File: src/waveform_output_shaper_defines.svh
// Purpose: offsets, field positions, reset values and mode codes of the waveform shaper
// Assumes: 32-bit Avalon-MM data path with byte addresses
// Notes: the types that go with these constants live in shaper_pkg
//
// Summary of operation
// - a 3-bit mode field selects one of seven output behaviours
// - pass-through mode holds the start gate low
// - compare-gated mode: gate select picks low, compare 0, compare 1 or their OR
// - timer-gated mode: gate select picks low, active flag 0, flag 1 or their OR
// - both compare dead-time modes force the start gate low
// - both pulse dead-time modes build the gate as compare-gated mode does
// - pass-through: each output carries its compare input or the pulse input
// - compare-gated: outputs carry compare inputs, ANDed with pulse where applied
// - timer-gated: outputs carry active flags, ANDed with pulse where applied
// - compare dead-time: compare 1 edges start the timer, outputs non-overlapping pair
// - filtered compare dead-time: short compare 1 pulses removed before dead-time logic
// - filtered pulse dead-time: pulse input width-filtered before dead-time logic
// - pulse dead-time: pulse input edges start the timer directly
// - polarity 00 keeps both outputs normal, 01 inverts both
// - polarity 10 inverts output 0 only, 11 inverts output 1 only
// - dead-time and filter values may be rewritten at any time
// - writing the mode sets initial output and gate levels at once
// - pulse source select picks the pulse generator channel used as pulse input
// - clock divide select sets the tick rate of timer and pulse counter
// - timer-gated: compare rising edge sets its flag, count end clears both flags
// - dead-time: rising source drops output 1 now, output 0 rises after count
`ifndef WAVEFORM_OUTPUT_SHAPER_DEFINES_SVH
`define WAVEFORM_OUTPUT_SHAPER_DEFINES_SVH

// ----------------------------------------------------------------
// register byte offsets
// ----------------------------------------------------------------
`define OFS_SHAPER_CONTROL 5'h00
`define OFS_DEAD_TIME_FIRST 5'h04
`define OFS_DEAD_TIME_SECOND 5'h08
`define OFS_FILTER_WIDTH 5'h0c
`define OFS_SHAPER_STATUS 5'h10

// ----------------------------------------------------------------
// reset values and mode codes
// ----------------------------------------------------------------
`define RST_SHAPER_CONTROL 16'h0000
`define RST_TIME_VALUE 16'h0000
`define MODE_THROUGH 3'h0
`define MODE_CMP_GATED 3'h1
`define MODE_TMR_GATED 3'h2
`define MODE_CMP_DEAD 3'h4
`define MODE_CMP_DEAD_FILT 3'h5
`define MODE_PLS_DEAD_FILT 3'h6
`define MODE_PLS_DEAD 3'h7

// ----------------------------------------------------------------
// status register field positions
// ----------------------------------------------------------------
`define STAT_FLAG0_BIT 0
`define STAT_FLAG1_BIT 1
`define STAT_TIMER_BUSY_BIT 2
`define STAT_FILTER_BUSY_BIT 3
`define STAT_DEAD_LEVEL0_BIT 4
`define STAT_DEAD_LEVEL1_BIT 5

`endif

File: src/shaper_pkg.sv
// Purpose: types shared by the waveform shaper
// Assumes: field layout of the control word as listed in the struct below
// Notes: the struct is 16 bits, low bit first from the bottom of the list
package shaper_pkg;

  // ----------------------------------------------------------------
  // control word layout
  // ----------------------------------------------------------------
  typedef struct packed {
    logic spare_hi;
    logic [2:0] clock_divide_select;
    logic [1:0] pulse_source_select;
    logic [1:0] output_polarity_select;
    logic [1:0] pulse_apply_select;
    logic [1:0] gate_output_select;
    logic spare_lo;
    logic [2:0] operating_mode_select;
  } shaper_ctrl_t;

  // registered result bundle: gate plus both shaped outputs
  typedef struct packed {
    logic gate;
    logic [1:0] shaped;
  } shaper_out_t;

endpackage

File: src/waveform_output_shaper.sv
// Purpose: one waveform shaper channel pair with an Avalon-MM register slave
// Assumes: compare and pulse inputs come from logic on CLK_SYS
// Notes: timers and filters advance on the divided tick only
`timescale 1ns/1ns
`include "waveform_output_shaper_defines.svh"

module waveform_output_shaper (
  // clock and reset
  input wire logic CLK_SYS,
  input wire logic RSTN,
  // register bus
  input wire logic [4:0] AVS_ADDRESS,
  input wire logic AVS_READ,
  input wire logic AVS_WRITE,
  input wire logic [31:0] AVS_WRITEDATA,
  input wire logic [3:0] AVS_BYTEENABLE,
  output logic [31:0] AVS_READDATA,
  output logic AVS_WAITREQUEST,
  // inputs from the compare unit and the pulse generator
  input wire logic [1:0] COMPARE_IN,
  input wire logic [3:0] PULSE_CH_IN,
  // shaped outputs
  output logic [1:0] SHAPED_OUT,
  output logic PULSE_START_GATE
);
  import shaper_pkg::*;

  shaper_ctrl_t ctrl_reg;
  logic [15:0] dt_first_reg;
  logic [15:0] dt_second_reg;
  logic [15:0] filt_width_reg;
  logic wait_reg;
  logic [31:0] rdata_reg;
  logic bus_req;
  logic bus_commit;
  logic [15:0] wdata_lo;
  logic mode_wr;
  logic [2:0] mode_next;
  logic [7:0] div_cnt_reg;
  logic [7:0] div_mask;
  logic tick;
  logic pulse_in;
  logic pulse_new;
  logic [1:0] cmp_prev_reg;
  logic [1:0] cmp_rise;
  logic flag0_reg;
  logic flag1_reg;
  logic [15:0] tmr_cnt_reg;
  logic tmr_busy_reg;
  logic tmr_done;
  logic filt_raw;
  logic filt_level_reg;
  logic filt_busy_reg;
  logic [15:0] filt_cnt_reg;
  logic dt_src;
  logic dt_prev_reg;
  logic [1:0] dead_reg;
  shaper_out_t sel;
  shaper_out_t out_reg;
  logic [2:0] mode;

  assign mode = ctrl_reg.operating_mode_select;

  // ----------------------------------------------------------------
  // register bus slave
  // ----------------------------------------------------------------
  // one wait cycle: the access completes at the edge where waitrequest is seen low
  assign bus_req = AVS_READ | AVS_WRITE;
  assign bus_commit = AVS_WRITE & ~wait_reg;
  assign wdata_lo = AVS_WRITEDATA[15:0];
  assign mode_wr = bus_commit && (AVS_ADDRESS == `OFS_SHAPER_CONTROL) && AVS_BYTEENABLE[0];
  assign mode_next = AVS_WRITEDATA[2:0];

  // waitrequest drops for exactly one cycle per request
  always_ff @(posedge CLK_SYS) begin
    if (!RSTN) begin
      wait_reg <= 1'b1;
    end else if (bus_req && wait_reg) begin
      wait_reg <= 1'b0;
    end else begin
      wait_reg <= 1'b1;
    end
  end

  // read data is captured when the wait cycle ends; unmapped words read zero
  always_ff @(posedge CLK_SYS) begin
    if (!RSTN) begin
      rdata_reg <= 32'h0000_0000;
    end else if (AVS_READ && wait_reg) begin
      case (AVS_ADDRESS)
        `OFS_SHAPER_CONTROL: rdata_reg <= {16'h0000, ctrl_reg};
        `OFS_DEAD_TIME_FIRST: rdata_reg <= {16'h0000, dt_first_reg};
        `OFS_DEAD_TIME_SECOND: rdata_reg <= {16'h0000, dt_second_reg};
        `OFS_FILTER_WIDTH: rdata_reg <= {16'h0000, filt_width_reg};
        `OFS_SHAPER_STATUS: begin
          rdata_reg <= 32'h0000_0000;
          rdata_reg[`STAT_FLAG0_BIT] <= flag0_reg;
          rdata_reg[`STAT_FLAG1_BIT] <= flag1_reg;
          rdata_reg[`STAT_TIMER_BUSY_BIT] <= tmr_busy_reg;
          rdata_reg[`STAT_FILTER_BUSY_BIT] <= filt_busy_reg;
          rdata_reg[`STAT_DEAD_LEVEL0_BIT] <= dead_reg[0];
          rdata_reg[`STAT_DEAD_LEVEL1_BIT] <= dead_reg[1];
        end
        default: rdata_reg <= 32'h0000_0000;
      endcase
    end
  end

  assign AVS_WAITREQUEST = wait_reg;
  assign AVS_READDATA = rdata_reg;

  // control word; fields are meant to stay put once neighbours run
  always_ff @(posedge CLK_SYS) begin
    if (!RSTN) begin
      ctrl_reg <= `RST_SHAPER_CONTROL;
    end else if (bus_commit && AVS_ADDRESS == `OFS_SHAPER_CONTROL) begin
      if (AVS_BYTEENABLE[0]) begin
        ctrl_reg[7:0] <= {wdata_lo[7:4], 1'b0, wdata_lo[2:0]};
      end
      if (AVS_BYTEENABLE[1]) begin
        ctrl_reg[15:8] <= {1'b0, wdata_lo[14:8]};
      end
    end
  end

  // time values take effect at the next load, so rewrites are safe any time
  always_ff @(posedge CLK_SYS) begin
    if (!RSTN) begin
      dt_first_reg <= `RST_TIME_VALUE;
      dt_second_reg <= `RST_TIME_VALUE;
      filt_width_reg <= `RST_TIME_VALUE;
    end else if (bus_commit) begin
      for (int b = 0; b < 2; b++) begin
        if (AVS_BYTEENABLE[b]) begin
          case (AVS_ADDRESS)
            `OFS_DEAD_TIME_FIRST: dt_first_reg[b*8 +: 8] <= wdata_lo[b*8 +: 8];
            `OFS_DEAD_TIME_SECOND: dt_second_reg[b*8 +: 8] <= wdata_lo[b*8 +: 8];
            `OFS_FILTER_WIDTH: filt_width_reg[b*8 +: 8] <= wdata_lo[b*8 +: 8];
            default: ;
          endcase
        end
      end
    end
  end

  // ----------------------------------------------------------------
  // clock divider and input selection
  // ----------------------------------------------------------------
  // tick every 2^n cycles, n from the divide field
  assign div_mask = 8'(({1'b0, 8'h01} << ctrl_reg.clock_divide_select) - 9'h001);
  assign tick = ((div_cnt_reg & div_mask) == div_mask);

  always_ff @(posedge CLK_SYS) begin
    if (!RSTN) begin
      div_cnt_reg <= 8'h00;
    end else begin
      div_cnt_reg <= div_cnt_reg + 8'h01;
    end
  end

  // pulse channel chosen by the source field
  assign pulse_in = PULSE_CH_IN[ctrl_reg.pulse_source_select];

  // a mode write presets from the channel that the same write selects
  assign pulse_new = PULSE_CH_IN[AVS_BYTEENABLE[1] ? wdata_lo[11:10] :
                                 ctrl_reg.pulse_source_select];

  // compare edges are judged between ticks so short glitches between ticks are ignored
  assign cmp_rise = COMPARE_IN & ~cmp_prev_reg;

  always_ff @(posedge CLK_SYS) begin
    if (!RSTN) begin
      cmp_prev_reg <= 2'h0;
    end else if (mode_wr || tick) begin
      cmp_prev_reg <= COMPARE_IN;
    end
  end

  // ----------------------------------------------------------------
  // shared timer and active flags
  // ----------------------------------------------------------------
  assign tmr_done = tick && tmr_busy_reg && (tmr_cnt_reg == 16'h0000);

  // timer-gated flags: set by compare rises, cleared together at count end
  always_ff @(posedge CLK_SYS) begin
    if (!RSTN || mode_wr) begin
      flag0_reg <= 1'b0;
      flag1_reg <= 1'b0;
    end else if (mode == `MODE_TMR_GATED && tick) begin
      if (|cmp_rise) begin
        flag0_reg <= flag0_reg | cmp_rise[0];
        flag1_reg <= flag1_reg | cmp_rise[1];
      end else if (tmr_done) begin
        flag0_reg <= 1'b0;
        flag1_reg <= 1'b0;
      end
    end
  end

  // one down-counter serves the timer-gated and the dead-time modes
  always_ff @(posedge CLK_SYS) begin
    if (!RSTN || mode_wr) begin
      tmr_cnt_reg <= 16'h0000;
      tmr_busy_reg <= 1'b0;
    end else if (tick) begin
      if (mode == `MODE_TMR_GATED && |cmp_rise) begin
        tmr_busy_reg <= 1'b1;
        // a simultaneous rise of both loads the first value
        tmr_cnt_reg <= cmp_rise[0] ? dt_first_reg : dt_second_reg;
      end else if (mode[2] && dt_src != dt_prev_reg) begin
        tmr_busy_reg <= 1'b1;
        tmr_cnt_reg <= dt_src ? dt_second_reg : dt_first_reg;
      end else if (tmr_done) begin
        tmr_busy_reg <= 1'b0;
      end else if (tmr_busy_reg) begin
        tmr_cnt_reg <= tmr_cnt_reg - 16'h0001;
      end
    end
  end

  // ----------------------------------------------------------------
  // pulse width filter
  // ----------------------------------------------------------------
  // compare 1 or pulse input is the filtered source
  assign filt_raw = (mode == `MODE_CMP_DEAD_FILT) ? COMPARE_IN[1] : pulse_in;

  // the level moves only after the raw input held the new value for the width
  always_ff @(posedge CLK_SYS) begin
    if (!RSTN) begin
      filt_level_reg <= 1'b0;
      filt_busy_reg <= 1'b0;
      filt_cnt_reg <= 16'h0000;
    end else if (mode_wr) begin
      filt_level_reg <= (mode_next == `MODE_CMP_DEAD_FILT) ? COMPARE_IN[1] : pulse_new;
      filt_busy_reg <= 1'b0;
    end else if (tick) begin
      if (filt_raw == filt_level_reg) begin
        filt_busy_reg <= 1'b0; // pulse shorter than the width: dropped
      end else if (!filt_busy_reg) begin
        filt_busy_reg <= 1'b1;
        filt_cnt_reg <= filt_width_reg;
      end else if (filt_cnt_reg == 16'h0000) begin
        filt_busy_reg <= 1'b0;
        filt_level_reg <= filt_raw;
      end else begin
        filt_cnt_reg <= filt_cnt_reg - 16'h0001;
      end
    end
  end

  // ----------------------------------------------------------------
  // dead-time pair
  // ----------------------------------------------------------------
  // source per dead-time mode
  always_comb begin
    case (mode)
      `MODE_CMP_DEAD: dt_src = COMPARE_IN[1];
      `MODE_CMP_DEAD_FILT: dt_src = filt_level_reg;
      `MODE_PLS_DEAD_FILT: dt_src = filt_level_reg;
      `MODE_PLS_DEAD: dt_src = pulse_in;
      default: dt_src = 1'b0;
    endcase
  end

  // on a mode write the pair starts as source and its complement
  always_ff @(posedge CLK_SYS) begin
    if (!RSTN) begin
      dt_prev_reg <= 1'b0;
      dead_reg <= 2'h2;
    end else if (mode_wr) begin
      if (mode_next == `MODE_CMP_DEAD || mode_next == `MODE_CMP_DEAD_FILT) begin
        dt_prev_reg <= COMPARE_IN[1];
        dead_reg <= {~COMPARE_IN[1], COMPARE_IN[1]};
      end else begin
        dt_prev_reg <= pulse_new;
        dead_reg <= {~pulse_new, pulse_new};
      end
    end else if (tick && mode[2]) begin
      dt_prev_reg <= dt_src;
      if (dt_src && !dt_prev_reg) begin
        dead_reg[1] <= 1'b0; // rising source drops output 1 at once
      end else if (!dt_src && dt_prev_reg) begin
        dead_reg[0] <= 1'b0; // falling source drops output 0 at once
      end else if (tmr_done) begin
        // count end raises the side the source now favours
        if (dt_src) begin
          dead_reg[0] <= 1'b1;
        end else begin
          dead_reg[1] <= 1'b1;
        end
      end
    end
  end

  // ----------------------------------------------------------------
  // gate and output selection
  // ----------------------------------------------------------------
  // gate and shaped outputs per mode, polarity applied last
  always_comb begin
    sel = '0;
    case (mode)
      `MODE_THROUGH: begin
        sel.gate = 1'b0;
        for (int i = 0; i < 2; i++) begin
          sel.shaped[i] = ctrl_reg.pulse_apply_select[i] ? pulse_in : COMPARE_IN[i];
        end
      end
      `MODE_CMP_GATED, `MODE_PLS_DEAD_FILT, `MODE_PLS_DEAD: begin
        sel.gate = |(ctrl_reg.gate_output_select & COMPARE_IN);
        if (mode == `MODE_CMP_GATED) begin
          for (int i = 0; i < 2; i++) begin
            sel.shaped[i] = COMPARE_IN[i] &
              (pulse_in | ~ctrl_reg.pulse_apply_select[i]);
          end
        end else begin
          sel.shaped = dead_reg;
        end
      end
      `MODE_TMR_GATED: begin
        sel.gate = |(ctrl_reg.gate_output_select & {flag1_reg, flag0_reg});
        for (int i = 0; i < 2; i++) begin
          sel.shaped[i] = (i == 0 ? flag0_reg : flag1_reg) &
            (pulse_in | ~ctrl_reg.pulse_apply_select[i]);
        end
      end
      `MODE_CMP_DEAD, `MODE_CMP_DEAD_FILT: begin
        sel.gate = 1'b0;
        sel.shaped = dead_reg;
      end
      default: sel = '0;
    endcase
    case (ctrl_reg.output_polarity_select)
      2'h0: sel.shaped = sel.shaped;
      2'h1: sel.shaped = ~sel.shaped;
      2'h2: sel.shaped = sel.shaped ^ 2'h1;
      default: sel.shaped = sel.shaped ^ 2'h2;
    endcase
  end

  // registered every cycle, not just on ticks, so outputs track inputs closely
  always_ff @(posedge CLK_SYS) begin
    if (!RSTN) begin
      out_reg <= '0;
    end else begin
      out_reg <= sel;
    end
  end

  assign SHAPED_OUT = out_reg.shaped;
  assign PULSE_START_GATE = out_reg.gate;

endmodule

File: config.mk
export PLATFORM = sky130hd
export DESIGN_NAME = waveform_output_shaper
export DESIGN_NICKNAME = d
export VERILOG_FILES = /design/src/shaper_pkg.sv /design/src/waveform_output_shaper.sv
export VERILOG_INCLUDE_DIRS = /design/src
export SDC_FILE = /design/constraint.sdc
export NUM_CORES = 1
export LEC_CHECK = 0
export BUFFER_PORTS_ARGS = -buffer_cell sky130_fd_sc_hd__buf_2
export CORE_ASPECT_RATIO = 0.75
export CORE_UTILIZATION = 30
export CTS_CLUSTER_DIAMETER = 40
export DETAILED_ROUTE_END_ITERATION = 16
export REMOVE_ABC_BUFFERS = 1
export SETUP_SLACK_MARGIN = 0.5
export SYNTH_ARGS = -nofsm -noshare
export SYNTH_HDL_FRONTEND = slang
export SYNTH_SLANG_ARGS = --single-unit
File: constraint.sdc
create_clock -name CLK_SYS -period 3.5 [get_ports CLK_SYS]
set_clock_uncertainty 0.15 [all_clocks]
set_input_delay 0.35 -clock CLK_SYS [delete_from_list [all_inputs] [get_ports CLK_SYS]]
set_output_delay 0.35 -clock CLK_SYS [all_outputs]
set_load 0.01 [all_outputs]
# Word-level counts from Yosys, hierarchy flattened

Cells that the tools add are included.

Word-level logic and storage cells: 188
Register bits after elaboration: 148
Latch bits: 0
Memories kept: 0
Bits of input ports: 51
ROM bits: 0
Output and inout bits: 36
Memory bits (writable): 0

Equal/unequal tests: 23
$mul: 0
Multiplexer cells: 49
$lt $le $gt $ge: 2
Divide/modulo/power cells: 0
Reduce and logical (&&, ||, !) cells: 55
Shift-type cells: 1
Bitwise gates (word level): 26
Add/sub/neg operators: 4

Operators with widths:

| cell                  | number |
|---|---|
| $mux 16               | 8 |
| $pmux 16 s5           | 1 |
| $logic_not 16->1      | 2 |
| $sub 16x1->16 const B | 2 |
| $mux 1                | 29 |
| $reduce_and 3->1      | 7 |
| $eq 3x3->1 const B    | 6 |
| $reduce_and 4->1      | 4 |
| $reduce_bool 3->1     | 5 |
| $logic_and 1x1->1     | 12 |
| $mux 2                | 6 |
| $pmux 3 s4            | 1 |
| $reduce_or 2->1       | 6 |
| $eq 5x4->1 const B    | 2 |
| $not 1->1             | 10 |
| $reduce_bool 2->1     | 5 |
| $add 8x1->8 const B   | 1 |
| $and 8x8->8           | 1 |
| $eq 8x8->1            | 1 |
| $reduce_and 2->1      | 4 |
| $shl 1x3->8 const A   | 1 |
| $sub 8x1->8 const B   | 1 |
| $and 2x2->2           | 3 |
| $lt 2x3->1 const B    | 2 |
| 24 further kinds      | 40 |

# Logic depth before layout (Yosys ltp)

Gate-level depths: netlist of run 1.

Word-level depth: 11
Depth in mapped cells: 13
Mapped depth without buffers: 11

# Worst setup path after synthesis of run 1

Ideal clock, no wire load.

Kind: register to register
Start: reg ctrl_reg, in the netlist mode[1]
End: reg tmr_cnt_reg[4]
Arrival: 2.701 ns
Period minus slack after synthesis: 2.921 ns
Cell stages (with the launch flop): 14
Buffers on the path: 2
Path slack: 0.579 ns
Setup time: 0.070 ns
Required time: 3.280 ns
Cell sequence: dfxtp_1 -> buf_2 -> mux2i_1 -> a2bb2oi_1 -> nand2_1 -> nand2_1 -> inv_1 -> ha_1 -> nor2b_1 -> nor2_1 -> a211o_1 -> buf_2 -> a311o_1 -> a21oi_1

Cells in the longest elaborated chain, start to end: 7
Elaborated cells between the ends (all ways): 16
Those cells by class: 7 x eq/ne; 4 x mux; 5 x reduce/logical

Ends and longest elaborated chain:

| element                                               | line                          | text |
|---|---|---|
| from (decl)                                           | waveform_output_shaper.sv:28  | `shaper_ctrl_t ctrl_reg;` |
| from (signal assigned)                                | waveform_output_shaper.sv:115 | `` ctrl_reg <= `RST_SHAPER_CONTROL; `` |
| $eq 3x3->1                                            | waveform_output_shaper.sv:256 | `case (mode)` |
| $reduce_or 2->1 (no line)                             | n/a                           |  |
| $pmux 1 s3                                            | waveform_output_shaper.sv:256 |  |
| $ne 1x1->1                                            | waveform_output_shaper.sv:210 | `end else if (mode[2] && dt_src != dt_prev_reg) begin` |
| $logic_and 1x1->1                                     | waveform_output_shaper.sv:210 |  |
| $ne 3x1->1 (no line), or another cell as far along    | n/a                           |  |
| $reduce_and 3->1 (no line) or $mux 16 (tied branches) | n/a                           |  |
| to (signal assigned)                                  | waveform_output_shaper.sv:209 | `tmr_cnt_reg <= cmp_rise[0] ? dt_first_reg : dt_second_reg;` |
| to (signal assigned)                                  | waveform_output_shaper.sv:212 | `tmr_cnt_reg <= dt_src ? dt_second_reg : dt_first_reg;` |
| to (signal assigned)                                  | waveform_output_shaper.sv:216 | `tmr_cnt_reg <= tmr_cnt_reg - 16'h0001;` |
| to (decl)                                             | waveform_output_shaper.sv:48  | `logic [15:0] tmr_cnt_reg;` |

Several ways; a longest one is shown, not always the timed one.
A chain may end at the register's enable or synchronous reset.

# Worst setup path in the final report of run 1

Start: reg ctrl_reg[13] (netlist bit)
End: reg cmp_prev_reg[0]

Cells in the longest elaborated chain, start to end: 5

Ends and longest elaborated chain:

| element              | line                          | text |
|---|---|---|
| $shl 1x3->8 (*)      | waveform_output_shaper.sv:150 | `assign div_mask = 8'(({1'b0, 8'h01} << ctrl_reg.clock_divide_select) - 9'h001);` |
| $sub 8x1->8 (*)      | waveform_output_shaper.sv:150 |  |
| $and 8x8->8          | waveform_output_shaper.sv:151 | `assign tick = ((div_cnt_reg & div_mask) == div_mask);` |
| $eq 8x8->1 (*)       | waveform_output_shaper.sv:151 |  |
| $logic_or 1x1->1 (*) | waveform_output_shaper.sv:174 | `end else if (mode_wr \|\| tick) begin` |
| to (signal assigned) | waveform_output_shaper.sv:173 | `cmp_prev_reg <= 2'h0;` |
| to (signal assigned) | waveform_output_shaper.sv:175 | `cmp_prev_reg <= COMPARE_IN;` |
| to (decl)            | waveform_output_shaper.sv:44  | `logic [1:0] cmp_prev_reg;` |

Mark *: on every way between the ends. The rest lies on a longest branch, timed or not.

==> results.tsv, run 1 <==
metric	value	unit
vdd_drop_max	0.355	mV
ant_nets	0	
grt-ovfl-total	0	
clock_tree_from_tritoncts	done	
run_status	finished, final reports clean	
max_slew_margin	41.1	%
post_synth_instance_area	0.00729	sq mm
grt.met1_usage	31.0	%
first_iter_violations	1009	
finalNonFillerCells	1268	
final_layout_size_suffix_gt1_share	16.9	%
largest_family_of_logic_cells_by_synthesized_area	compound AO/OA/AOI/OAI gates	
reg2reg_slack	0.63	ns
place_congestion	0.922	
vias_in_the_first_global_route	6384	
busiest_layer	met1	
clock_latency	0.43	ns
final_core_util	36.2	%
leakagePower	3.01	nW
clock-sinks	131	
synthesis.area_per_instance	7.90	sq um
grt_max_degree	57	
synth.distinct_cells	81	
period_share	82.1	%
synth_simple_gate_area_share	24.2	%
timing.final.hold_violations	0	
clk_network_pwr_share	41.4	%
port_buffers	52	
met3_use_gr	3.49	%
drt_drc_violations_left	0	
routedWlPerCell	19.0	microns
netlist_top_cells_count	139 x sky130_fd_sc_hd__nand2_1, 131 x sky130_fd_sc_hd__dfxtp_1, 110 x sky130_fd_sc_hd__a21oi_1	
cp_max_fo	9	
net-switching-power	1.43	mW
cts-htree-levels	4	
yosysWarningCount	0	
layout.nets	1013	
cells_taking_the_most_area_after_synthesis	sky130_fd_sc_hd__dfxtp_1 36%, sky130_fd_sc_hd__a21oi_1 7.6%, sky130_fd_sc_hd__nand2_1 7.2%	
power.internal	3.03	mW
routed-via-count	7344	
synth-compound-area-share	24.5	%
critPathKind	reg -> reg	
synth.ff_latch_count	131	
flow.area_growth_from_synthesis	16.3	%
numCtsBuffers	17	
synthesis.instances	922	
fillers	2460	
synthMuxAreaShare	5.56	%
finalSetupViolations	0	
path_clk_slew	0.06	ns
timing.fmax	348	MHz
die_area	0.0249	sq mm
power.density	526	mW/mm^2
asyncSetResetFlopFracSynth	0	%
fp_rows	48	
start_util	31.1	%
coreArea	0.0234	sq mm
clockRootBuffer	sky130_fd_sc_hd__clkbuf_16	
grt_first_pass_wirelength	37400	microns
grt_setup_unrepaired	false	
die_h	137	microns
die_width	182	microns
drt_wl_total	24100	microns
tightestPinTransition	0.880	ns
groute.usage.overall	19.4	%
yosysSeqAreaShare	36.0	%
critical_path.endpoint_type	flop	
synth_largest_area_cell	sky130_fd_sc_hd__dfxtp_1	
synth_enable_flop_cells	0	
drv.max_cap_violation_count	0	
detail_route.first_pass.iterations	7	
clock_path_buffers	2	
num_antenna_cells	0	
synth.top_cell.area_share	36.0	%
via_per_inst	5.79	
dp_cells	1232	
yosys.area_share.adder	1.03	%
cp_data_required_time	3.65	ns
min_path_type	in -> reg	
dp.final_hpwl	17200	microns
synth-xor-area-share	2.04	%
yosys.cell_count.top_type	sky130_fd_sc_hd__nand2_1	
p_seq_share	37.3	%
fin_hold_ws	0.0599	ns
grtUsageMet2	26.0	%
worstSetupStartpointType	flop	
sw_frac_of_total	32.1	%
initial_antenna_violation_count	0	
slew_violations	0	
num_io_pins	87	
yosys_most_used_dff	sky130_fd_sc_hd__dfxtp_1	
p_comb_share	21.4	%
cp_data_arrival_time	3.03	ns
period_minus_slack	2.87	ns
[worst max-delay path, stage by stage, from the launching register on]
cell and delay (ns):
sky130_fd_sc_hd__dfxtp_1 0.41, sky130_fd_sc_hd__or3_1 0.41, sky130_fd_sc_hd__ha_1 0.28, sky130_fd_sc_hd__nor2_1 0.03, sky130_fd_sc_hd__a31oi_1 0.16, sky130_fd_sc_hd__o221ai_2 0.28
sky130_fd_sc_hd__o21ai_0 0.72, sky130_fd_sc_hd__mux2i_1 0.26, sky130_fd_sc_hd__nor2_1 0.05
[placed cells by master (no fill, tap or decap), types with 6 or more instances in the layout]
cell,instances
sky130_fd_sc_hd__xor2_1,6
sky130_fd_sc_hd__or4_1,7
sky130_fd_sc_hd__a21oi_1,110
sky130_fd_sc_hd__a31o_2,11
sky130_fd_sc_hd__nor4_1,10
sky130_fd_sc_hd__o21ai_0,25
sky130_fd_sc_hd__nand2_1,138
sky130_fd_sc_hd__dfxtp_1,129
sky130_fd_sc_hd__xnor2_1,11
sky130_fd_sc_hd__and3_1,8
sky130_fd_sc_hd__clkbuf_16,17
sky130_fd_sc_hd__or3_1,9
sky130_fd_sc_hd__nand3_1,59
sky130_fd_sc_hd__mux2_2,8
sky130_fd_sc_hd__nor3_1,14
sky130_fd_sc_hd__a22oi_1,7
sky130_fd_sc_hd__a211oi_1,7
sky130_fd_sc_hd__mux2i_1,24
sky130_fd_sc_hd__o22ai_1,12
sky130_fd_sc_hd__o31ai_1,13
sky130_fd_sc_hd__a222oi_1,16
sky130_fd_sc_hd__buf_4,31
sky130_fd_sc_hd__a31oi_1,8
sky130_fd_sc_hd__inv_1,12
sky130_fd_sc_hd__buf_2,52
sky130_fd_sc_hd__and2_1,6
sky130_fd_sc_hd__conb_1,16
sky130_fd_sc_hd__ha_1,6
sky130_fd_sc_hd__nor2_1,64
sky130_fd_sc_hd__nor3b_1,6
[through the flow]
| step | power [mW] | TNS, ns | instance area (sq um) | setup slack, ns |
|---|---|---|---|---|
| floorplan | 2.28 | -2.62 | 6910 | -0.261 |
| global placement | 2.60 | 0 | 7780 | 0.506 |
| detailed placement | 2.60 | 0 | 7780 | 0.376 |
| CTS | 4.44 | 0 | 8420 | 0.513 |
| global route | 4.65 | 0 | 8480 | 0.514 |
| finish | 4.46 | 0 | 8480 | 0.626 |
[what timing repair did]
action                                 in CTS  in global routing
resized for setup                           4                 11
setup endpoints to repair                  12                 25
endpoints found under the hold margin       1                  0
hold buffers                                2                  0
cloned                                      0                  0
buffers inserted                            1                  2
pin swaps                                   1                  1
[power groups by stage]
stage	combinational, mW	clock (mW)	sequential, mW
2_1_floorplan	0.609	0	1.67
3_3_place_gp	0.913	0	1.69
3_5_place_dp	0.914	0	1.69
4_1_cts	0.924	1.86	1.66
5_1_grt	1.04	1.94	1.67
6_report	0.952	1.85	1.66
[final timing paths]
| path | startpoint | to | depth (start not counted) |
|---|---|---|---|
| setup reg to reg | ctrl_reg[13] | cmp_prev_reg[0] | 8 |
| hold reg to reg | filt_width_reg[10] | filt_width_reg[10] | 2 |
| setup / recovery | ctrl_reg[13] | cmp_prev_reg[0] | 8 |
| hold / removal | AVS_WRITEDATA[6] | ctrl_reg[6] | 3 |
[layer usage]
metal	vias to the layer above	share of wire (%)
li1	3424	-
met1	3522	50
met2	372	39
met3	26	9.6
met4	0	1.1
met5	-	0
[logic make-up after synthesis]
group           after synthesis
compound gates              268
xor+xnor                     17
fa+ha+maj                     6
buf+inv                     100
flops                       131
mux                          37
other cells                   1
simple gates                362
[area by class of cell]
type                            count  area (sq um)  share of cell area, %
Multi-Input combinational cell    706          4290                   50.6
Sequential cell                   131          2630                   31.0
Timing Repair Buffer               87           536                   6.32
Clock buffer                       18           439                   5.18
Tap cell                          300           375                   4.43
Clock inverter                     13           160                   1.89
Inverter                           13          48.8                  0.576
No activity file was read; power rests on OpenSTA's default activity.
==> run 2: changes to the inputs <==
==> constraint.sdc (replaced) <==
create_clock -name CLK_SYS -period 2.3 [get_ports CLK_SYS]
set_clock_uncertainty 0.15 [all_clocks]
set_input_delay 0.23 -clock CLK_SYS [delete_from_list [all_inputs] [get_ports CLK_SYS]]
set_output_delay 0.23 -clock CLK_SYS [all_outputs]
set_load 0.01 [all_outputs]
==> run 2 against run 1 <==
  * The run now ends with negative setup slack left
  * Global-route usage up 1.6 points
  * Final cell count up 11%
  * Utilization up 7.9 points
  * Clock power up 71%
  * Setup slack worse by 0.84 ns
  * Worst hold slack worse by 0.049 ns
  * Critical path type unchanged
  * Largest cell class unchanged
  * Largest power group unchanged
==> results.tsv, run 2 (same netlist as run 1, synthesis figures left out) <==
metric	value	unit	change
grt_setup_unrepaired	true		was false
power.internal	5.79	mW	was 3.03 mW
failed_checks	negative setup slack		
min_path_type	in -> reg		unchanged
drt_drc_violations_left	0		unchanged
drt_wl_total	27300	microns	was 24,100 microns
slew_violations	0		unchanged
coreArea	0.0234	sq mm	unchanged
die_width	182	microns	unchanged
route.layer.met1.wl	12700	microns	was 12,000 microns
finalNonFillerCells	1402		was 1,268
place_congestion	0.884		was 0.922
slowest_delay	0.40	ns	was 0.72 ns
fin_setup_tns	-4.22	ns	was 0 ns
max_slew_margin	29.6	%	was 41.1%
sw_frac_of_total	31.0	%	was 32.1%
routed-via-count	7942		was 7,344
die_area	0.0249	sq mm	unchanged
clock_tree_from_tritoncts	done		unchanged
leakagePower	3.86	nW	was 3.01 nW
clockRootBuffer	sky130_fd_sc_hd__clkbuf_16		unchanged
net-switching-power	2.60	mW	was 1.43 mW
final_core_util	44.1	%	was 36.2%
flow.area_growth_from_synthesis	41.6	%	was 16.3%
p_seq_share	29.6	%	was 37.3%
fp_rows	48		unchanged
clock_latency	0.43	ns	about the same
postLayoutSetupSlackWorst	-0.217	ns	was 0.626 ns
critPathKind	reg -> reg		unchanged
timing.final.hold_violations	0		unchanged
numCtsBuffers	17		unchanged
routedWlPerCell	19.5	microns	was 19.0 microns
critical_path.endpoint_type	flop		unchanged
met3RoutedLength	2910	microns	was 2310 microns
num_io_pins	87		unchanged
vdd_drop_max	0.471	mV	was 0.355 mV
initial_antenna_violation_count	0		unchanged
groute.usage.overall	21.1	%	was 19.4%
cts-htree-levels	4		unchanged
p_comb_share	32.7	%	was 21.4%
vias_in_the_first_global_route	7146		was 6,384
cp_data_required_time	2.51	ns	was 3.65 ns
grt_first_pass_wirelength	40400	microns	was 37,400 microns
run_status	finished, violations left		was finished, final reports clean
period_share	109	%	was 82.1%
cp_max_fo	8		was 9
most-common-layout-cells	132 x sky130_fd_sc_hd__nand2_1, 126 x sky130_fd_sc_hd__dfxtp_1, 113 x sky130_fd_sc_hd__buf_4		was 138 x sky130_fd_sc_hd__nand2_1, 129 x sky130_fd_sc_hd__dfxtp_1, 110 x sky130_fd_sc_hd__a21oi_1
crit_path_frequent_cell	sky130_fd_sc_hd__nand2_2		was sky130_fd_sc_hd__nor2_1
port_buffers	52		unchanged
start_util	31.1	%	unchanged
final_common_cell	sky130_fd_sc_hd__nand2_1		unchanged
path_cells	mux2i_4 > o22a_1 > nand2_2 > nand2_2 > inv_2 > ha_4 > nor2b_4 > nor2_4 > a211o_4 > a311o_1 > a21oi_1		was or3_1 > ha_1 > nor2_1 > a31oi_1 > o221ai_2 > o21ai_0 > mux2i_1 > nor2_1
period_minus_slack	2.52	ns	was 2.87 ns
dp.final_hpwl	18300	microns	was 17,200 microns
final_layout_size_suffix_gt1_share	31.0	%	was 16.9%
via_per_inst	5.66		was 5.79
power.density	813	mW/mm^2	was 526 mW/mm^2
route.top_layer_used	met4		unchanged
detail_route.first_pass.iterations	8		was 7
cp_data_arrival_time	2.72	ns	was 3.03 ns
path_clk_slew	0.06	ns	about the same
layout.nets	1146		was 1,013
timing.fmax	397	MHz	was 348 MHz
finalSetupViolations	39		was 0
grt_max_degree	47		was 57
clock-sinks	131		unchanged
met2_length	11200	microns	was 9510 microns
grt-ovfl-total	0		unchanged
num_antenna_cells	0		unchanged
die_h	137	microns	unchanged
slowest_stage	sky130_fd_sc_hd__dfxtp_4		was sky130_fd_sc_hd__o21ai_0
clk_network_pwr_share	37.7	%	was 41.4%
first_iter_violations	1088		was 1,009
dp_cells	1315		was 1,232
worstSetupStartpointType	flop		unchanged
ant_nets	0		unchanged
clock_path_buffers	2		unchanged
tightestPinTransition	1.05	ns	was 0.880 ns
drv.max_cap_violation_count	0		unchanged
[run 2: changes by cell type in the layout (fill, tap and decap cells not counted), moves of 12 or more]
| cell | change |
|---|---|
| sky130_fd_sc_hd__o21ai_0 | -12 |
| sky130_fd_sc_hd__dlygate4sd3_1 | +16 |
| sky130_fd_sc_hd__buf_6 | +24 |
| sky130_fd_sc_hd__buf_4 | +82 |
[run 2: final timing paths]
kind,start,to,slack [ns],cells after the start
worst max-delay path,ctrl_reg[10],tmr_cnt_reg[4],-0.22,11
worst min-delay path,AVS_WRITEDATA[0],filt_width_reg[0],0.01,3
worst max register to register,ctrl_reg[10],tmr_cnt_reg[4],-0.22,11
worst min register to register,AVS_READDATA[11],AVS_READDATA[11],0.33,2
[run 2: cell type report]
| cell class | count | area [sq um] |
|---|---|---|
| fillers | 2279 | 13100 |
| multi-input cells | 706 | 4770 |
| flip-flops and latches | 131 | 2630 |
| repair buffers | 220 | 1810 |
| clock buffers | 19 | 443 |
| well taps | 300 | 375 |
| clock inverters | 13 | 231 |
| inverters | 13 | 48.8 |
[run 2: timing repair]
item / 4_1_cts / 5_1_grt
setup endpoints to repair: 44 / 71
buffers inserted: 21 / 12
hold buffers: 18 / 0
endpoints found under the hold margin: 52 / 0
pin swaps: 24 / 32
gates cloned: 2 / 2
gates resized for setup: 90 / 67
[run 2: per-stage QoR]
step | worst slack (ns) | total power, mW | area, sq um | hold WS [ns]
after global placement | -0.319 | 4.37 | 8470 | 0.304
final | -0.217 | 8.39 | 10300 | 0.0111
after global routing | -0.293 | 8.67 | 10300 | 0.0155
after floorplan | -1.46 | 3.47 | 6910 | 0.180
after CTS | -0.186 | 8.03 | 9860 | 0.00654
after detailed placement | -0.369 | 4.38 | 8470 | 0.306
[run 2: per-layer routing]
layer | global-route usage, % | vias to the layer above
li1 | - | 3705
met1 | 31.0 | 3797
met2 | 29.8 | 405
met3 | 5.67 | 35
met4 | 5.42 | 0
met5 | 0 | -
[run 2: critical path: cells and delay by family, from the launching register on]
kind,cells,cell delay (ns)
adders and majority gates,1,0.22
and+or+nand+nor,4,0.37
buffers and inverters,1,0.05
DFF,1,0.40
muxes,1,0.26
AOI/OAI and AO/OA,4,1.00
[run 2: power by group through the flow]
stage                     Sequential [mW]  Clock (mW)  Combinational (mW)
after floorplan                      2.54           0               0.926
after global placement               2.52           0                1.85
after detailed placement             2.52           0                1.86
after CTS                            2.48        3.17                2.39
after global routing                 2.50        3.28                2.89
final                                2.49        3.16                2.75
==> run 3: changes to the inputs <==
--- a/config.mk
+++ b/config.mk
@@ -7,8 +7,8 @@
 export NUM_CORES = 1
 export LEC_CHECK = 0
 export BUFFER_PORTS_ARGS = -buffer_cell sky130_fd_sc_hd__buf_2
-export CORE_ASPECT_RATIO = 0.75
 export CORE_UTILIZATION = 30
+export CTS_BUF_LIST = sky130_fd_sc_hd__clkbuf_4
 export CTS_CLUSTER_DIAMETER = 40
 export DETAILED_ROUTE_END_ITERATION = 16
 export REMOVE_ABC_BUFFERS = 1
==> run 3 against run 2 <==
  * The flow still finishes with violations (negative setup slack)
  * Wire length decreased by 4.2%
  * Via count down 0.20%
  * Sequential power is essentially flat
  * Utilization is 2.2 points lower
  * Register-to-register slack worse by 0.02 ns
  * Final cell count increased by 0.57%
  * Clock power decreased by 39%
  * Critical path depth is 3 lower
  * Setup slack got worse by 0.022 ns
==> results.tsv, run 3 (same netlist as run 1, synthesis figures left out) <==
metric	value	unit	change
power.density	678	mW/mm^2	was 813 mW/mm^2
groute.usage.overall	21.3	%	was 21.1%
dp_cells	1336		was 1,315
drt_drc_violations_left	0		unchanged
layout.nets	1134		was 1,146
grt_first_pass_wirelength	40500	microns	was 40,400 microns
run_status	finished, violations left		unchanged
final_layout_size_suffix_gt1_share	30.7	%	was 31.0%
die_area	0.0249	sq mm	about the same
vias_in_the_first_global_route	7337		was 7,146
cp_data_required_time	2.67	ns	was 2.51 ns
finalSetupViolations	41		was 39
final_core_util	41.8	%	was 44.1%
drt_wl_total	26200	microns	was 27,300 microns
fin_setup_tns	-5.86	ns	was -4.22 ns
most-common-layout-cells	128 x sky130_fd_sc_hd__nand2_1, 126 x sky130_fd_sc_hd__dfxtp_1, 102 x sky130_fd_sc_hd__a21oi_1, 102 x sky130_fd_sc_hd__buf_4, 60 x sky130_fd_sc_hd__nor2_1		was 132 x sky130_fd_sc_hd__nand2_1, 126 x sky130_fd_sc_hd__dfxtp_1, 113 x sky130_fd_sc_hd__buf_4
first_iter_violations	830		was 1,088
timing.fmax	394	MHz	was 397 MHz
die_width	158	microns	was 182 microns
coreArea	0.0237	sq mm	was 0.0234 sq mm
design_power_total	6.71	mW	was 8.39 mW
critical_path.endpoint_type	flop		unchanged
worstSetupStartpointType	flop		unchanged
finalNonFillerCells	1410		was 1,402
cp_max_fo	4		was 8
port_buffers	52		unchanged
cts-htree-levels	4		unchanged
clock-sinks	131		unchanged
min_path_type	in -> reg		unchanged
leakagePower	3.62	nW	was 3.86 nW
timing.final.hold_violations	0		unchanged
routed-via-count	7926		was 7,942
vdd_drop_max	0.624	mV	was 0.471 mV
critPathKind	reg -> reg		unchanged
drv.max_cap_violation_count	0		unchanged
detailed_place.area	0.00853	sq mm	was 0.00847 sq mm
clock_path_buffers	2		unchanged
cp_data_arrival_time	2.91	ns	was 2.72 ns
numCtsBuffers	17		unchanged
place_congestion	0.900		was 0.884
num_io_pins	87		unchanged
fin_hold_ws	0.0400	ns	was 0.0111 ns
final_common_cell	sky130_fd_sc_hd__nand2_1		unchanged
finalInstanceArea	0.00990	sq mm	was 0.0103 sq mm
clock_latency	0.60	ns	was 0.43 ns
grt_max_degree	96		was 47
start_util	30.8	%	was 31.1%
fp_rows	56		was 48
detail_route.first_pass.iterations	7		was 8
postLayoutSetupSlackWorst	-0.239	ns	was -0.217 ns
clock_tree_from_tritoncts	done		unchanged
place_ws	-0.419	ns	was -0.369 ns
initial_antenna_violation_count	1		was 0
max_slew_margin	35.7	%	was 29.6%
flow.area_growth_from_synthesis	35.9	%	was 41.6%
grt-ovfl-total	0		unchanged
slew_violations	0		unchanged
dp.final_hpwl	17900	microns	was 18,300 microns
routedWlPerCell	18.6	microns	was 19.5 microns
period_minus_slack	2.54	ns	was 2.52 ns
failed_checks	negative setup slack		unchanged
via_per_inst	5.62		was 5.66
tightestPinTransition	0.960	ns	was 1.05 ns
clockRootBuffer	sky130_fd_sc_hd__clkbuf_4		was sky130_fd_sc_hd__clkbuf_16
path_clk_slew	0.12	ns	was 0.06 ns
die_h	158	microns	was 137 microns
grt_setup_unrepaired	true		unchanged
period_share	110	%	was 109%
ant_nets	0		unchanged
==> run 3: cell types whose count changed in the layout (fill, tap and decap cells not counted), moves of 4 or more <==
cell	previous run	this run
sky130_fd_sc_hd__clkbuf_16	19	0
sky130_fd_sc_hd__clkbuf_4	0	18
sky130_fd_sc_hd__buf_4	113	102
sky130_fd_sc_hd__nand2_2	6	11
sky130_fd_sc_hd__a31oi_1	8	4
sky130_fd_sc_hd__nand2_1	132	128
==> run 3: worst paths after layout <==
check,start,end,slack [ns],cells after the start
min,AVS_ADDRESS[3],dead_reg[0],0.04,4
min reg2reg,filt_width_reg[10],filt_width_reg[10],0.34,2
max,ctrl_reg[13],dead_reg[1],-0.24,8
max reg2reg,ctrl_reg[13],dead_reg[1],-0.24,8
==> run 3: cell type report <==
cell class	instances	area, sq um
fill	2422	13800
inverter	13	48.8
multi-input combinational	706	4790
tap	319	399
clock buffer	18	135
clock inverter	14	211
timing repair buffer	208	1690
antenna	1	2.50
sequential	131	2630
==> run 3: worst max-delay path: stages (launching register included) <==
cell                       delay [ns]
sky130_fd_sc_hd__dfxtp_2         0.34
sky130_fd_sc_hd__or3_4           0.39
sky130_fd_sc_hd__ha_4            0.27
sky130_fd_sc_hd__nor2_2          0.03
sky130_fd_sc_hd__a31oi_1         0.16
sky130_fd_sc_hd__o221ai_2        0.17
sky130_fd_sc_hd__or2_4           0.31
sky130_fd_sc_hd__or4_4           0.52
sky130_fd_sc_hd__a22oi_2         0.12
==> run 3: what timing repair did <==
item	in CTS	in global routing
gates resized for setup	78	72
hold buffers	20	0
buffers inserted	17	3
cloned	1	0
endpoints found under the setup margin	44	69
endpoints found under the hold margin	66	0
pin swaps	38	25
==> run 3: routing by layer <==
layer  global-route usage [%]  wire length, microns  part of all wire [%]  up-vias
li1                         -                     -                     -     3679
met3                     3.75                  2220                   8.5       45
met1                     29.1                 11600                    44     3822
met5                        0                     0                     0        -
met4                     7.58                   590                   2.3        0
met2                     33.2                 11800                    45      380
==> run 3: report_power, final <==
group          leakage, nW  internal (mW)  switching, mW
combinational         2.39           1.00           1.30
sequential            1.06           2.37          0.108
clock                0.172          0.976          0.956
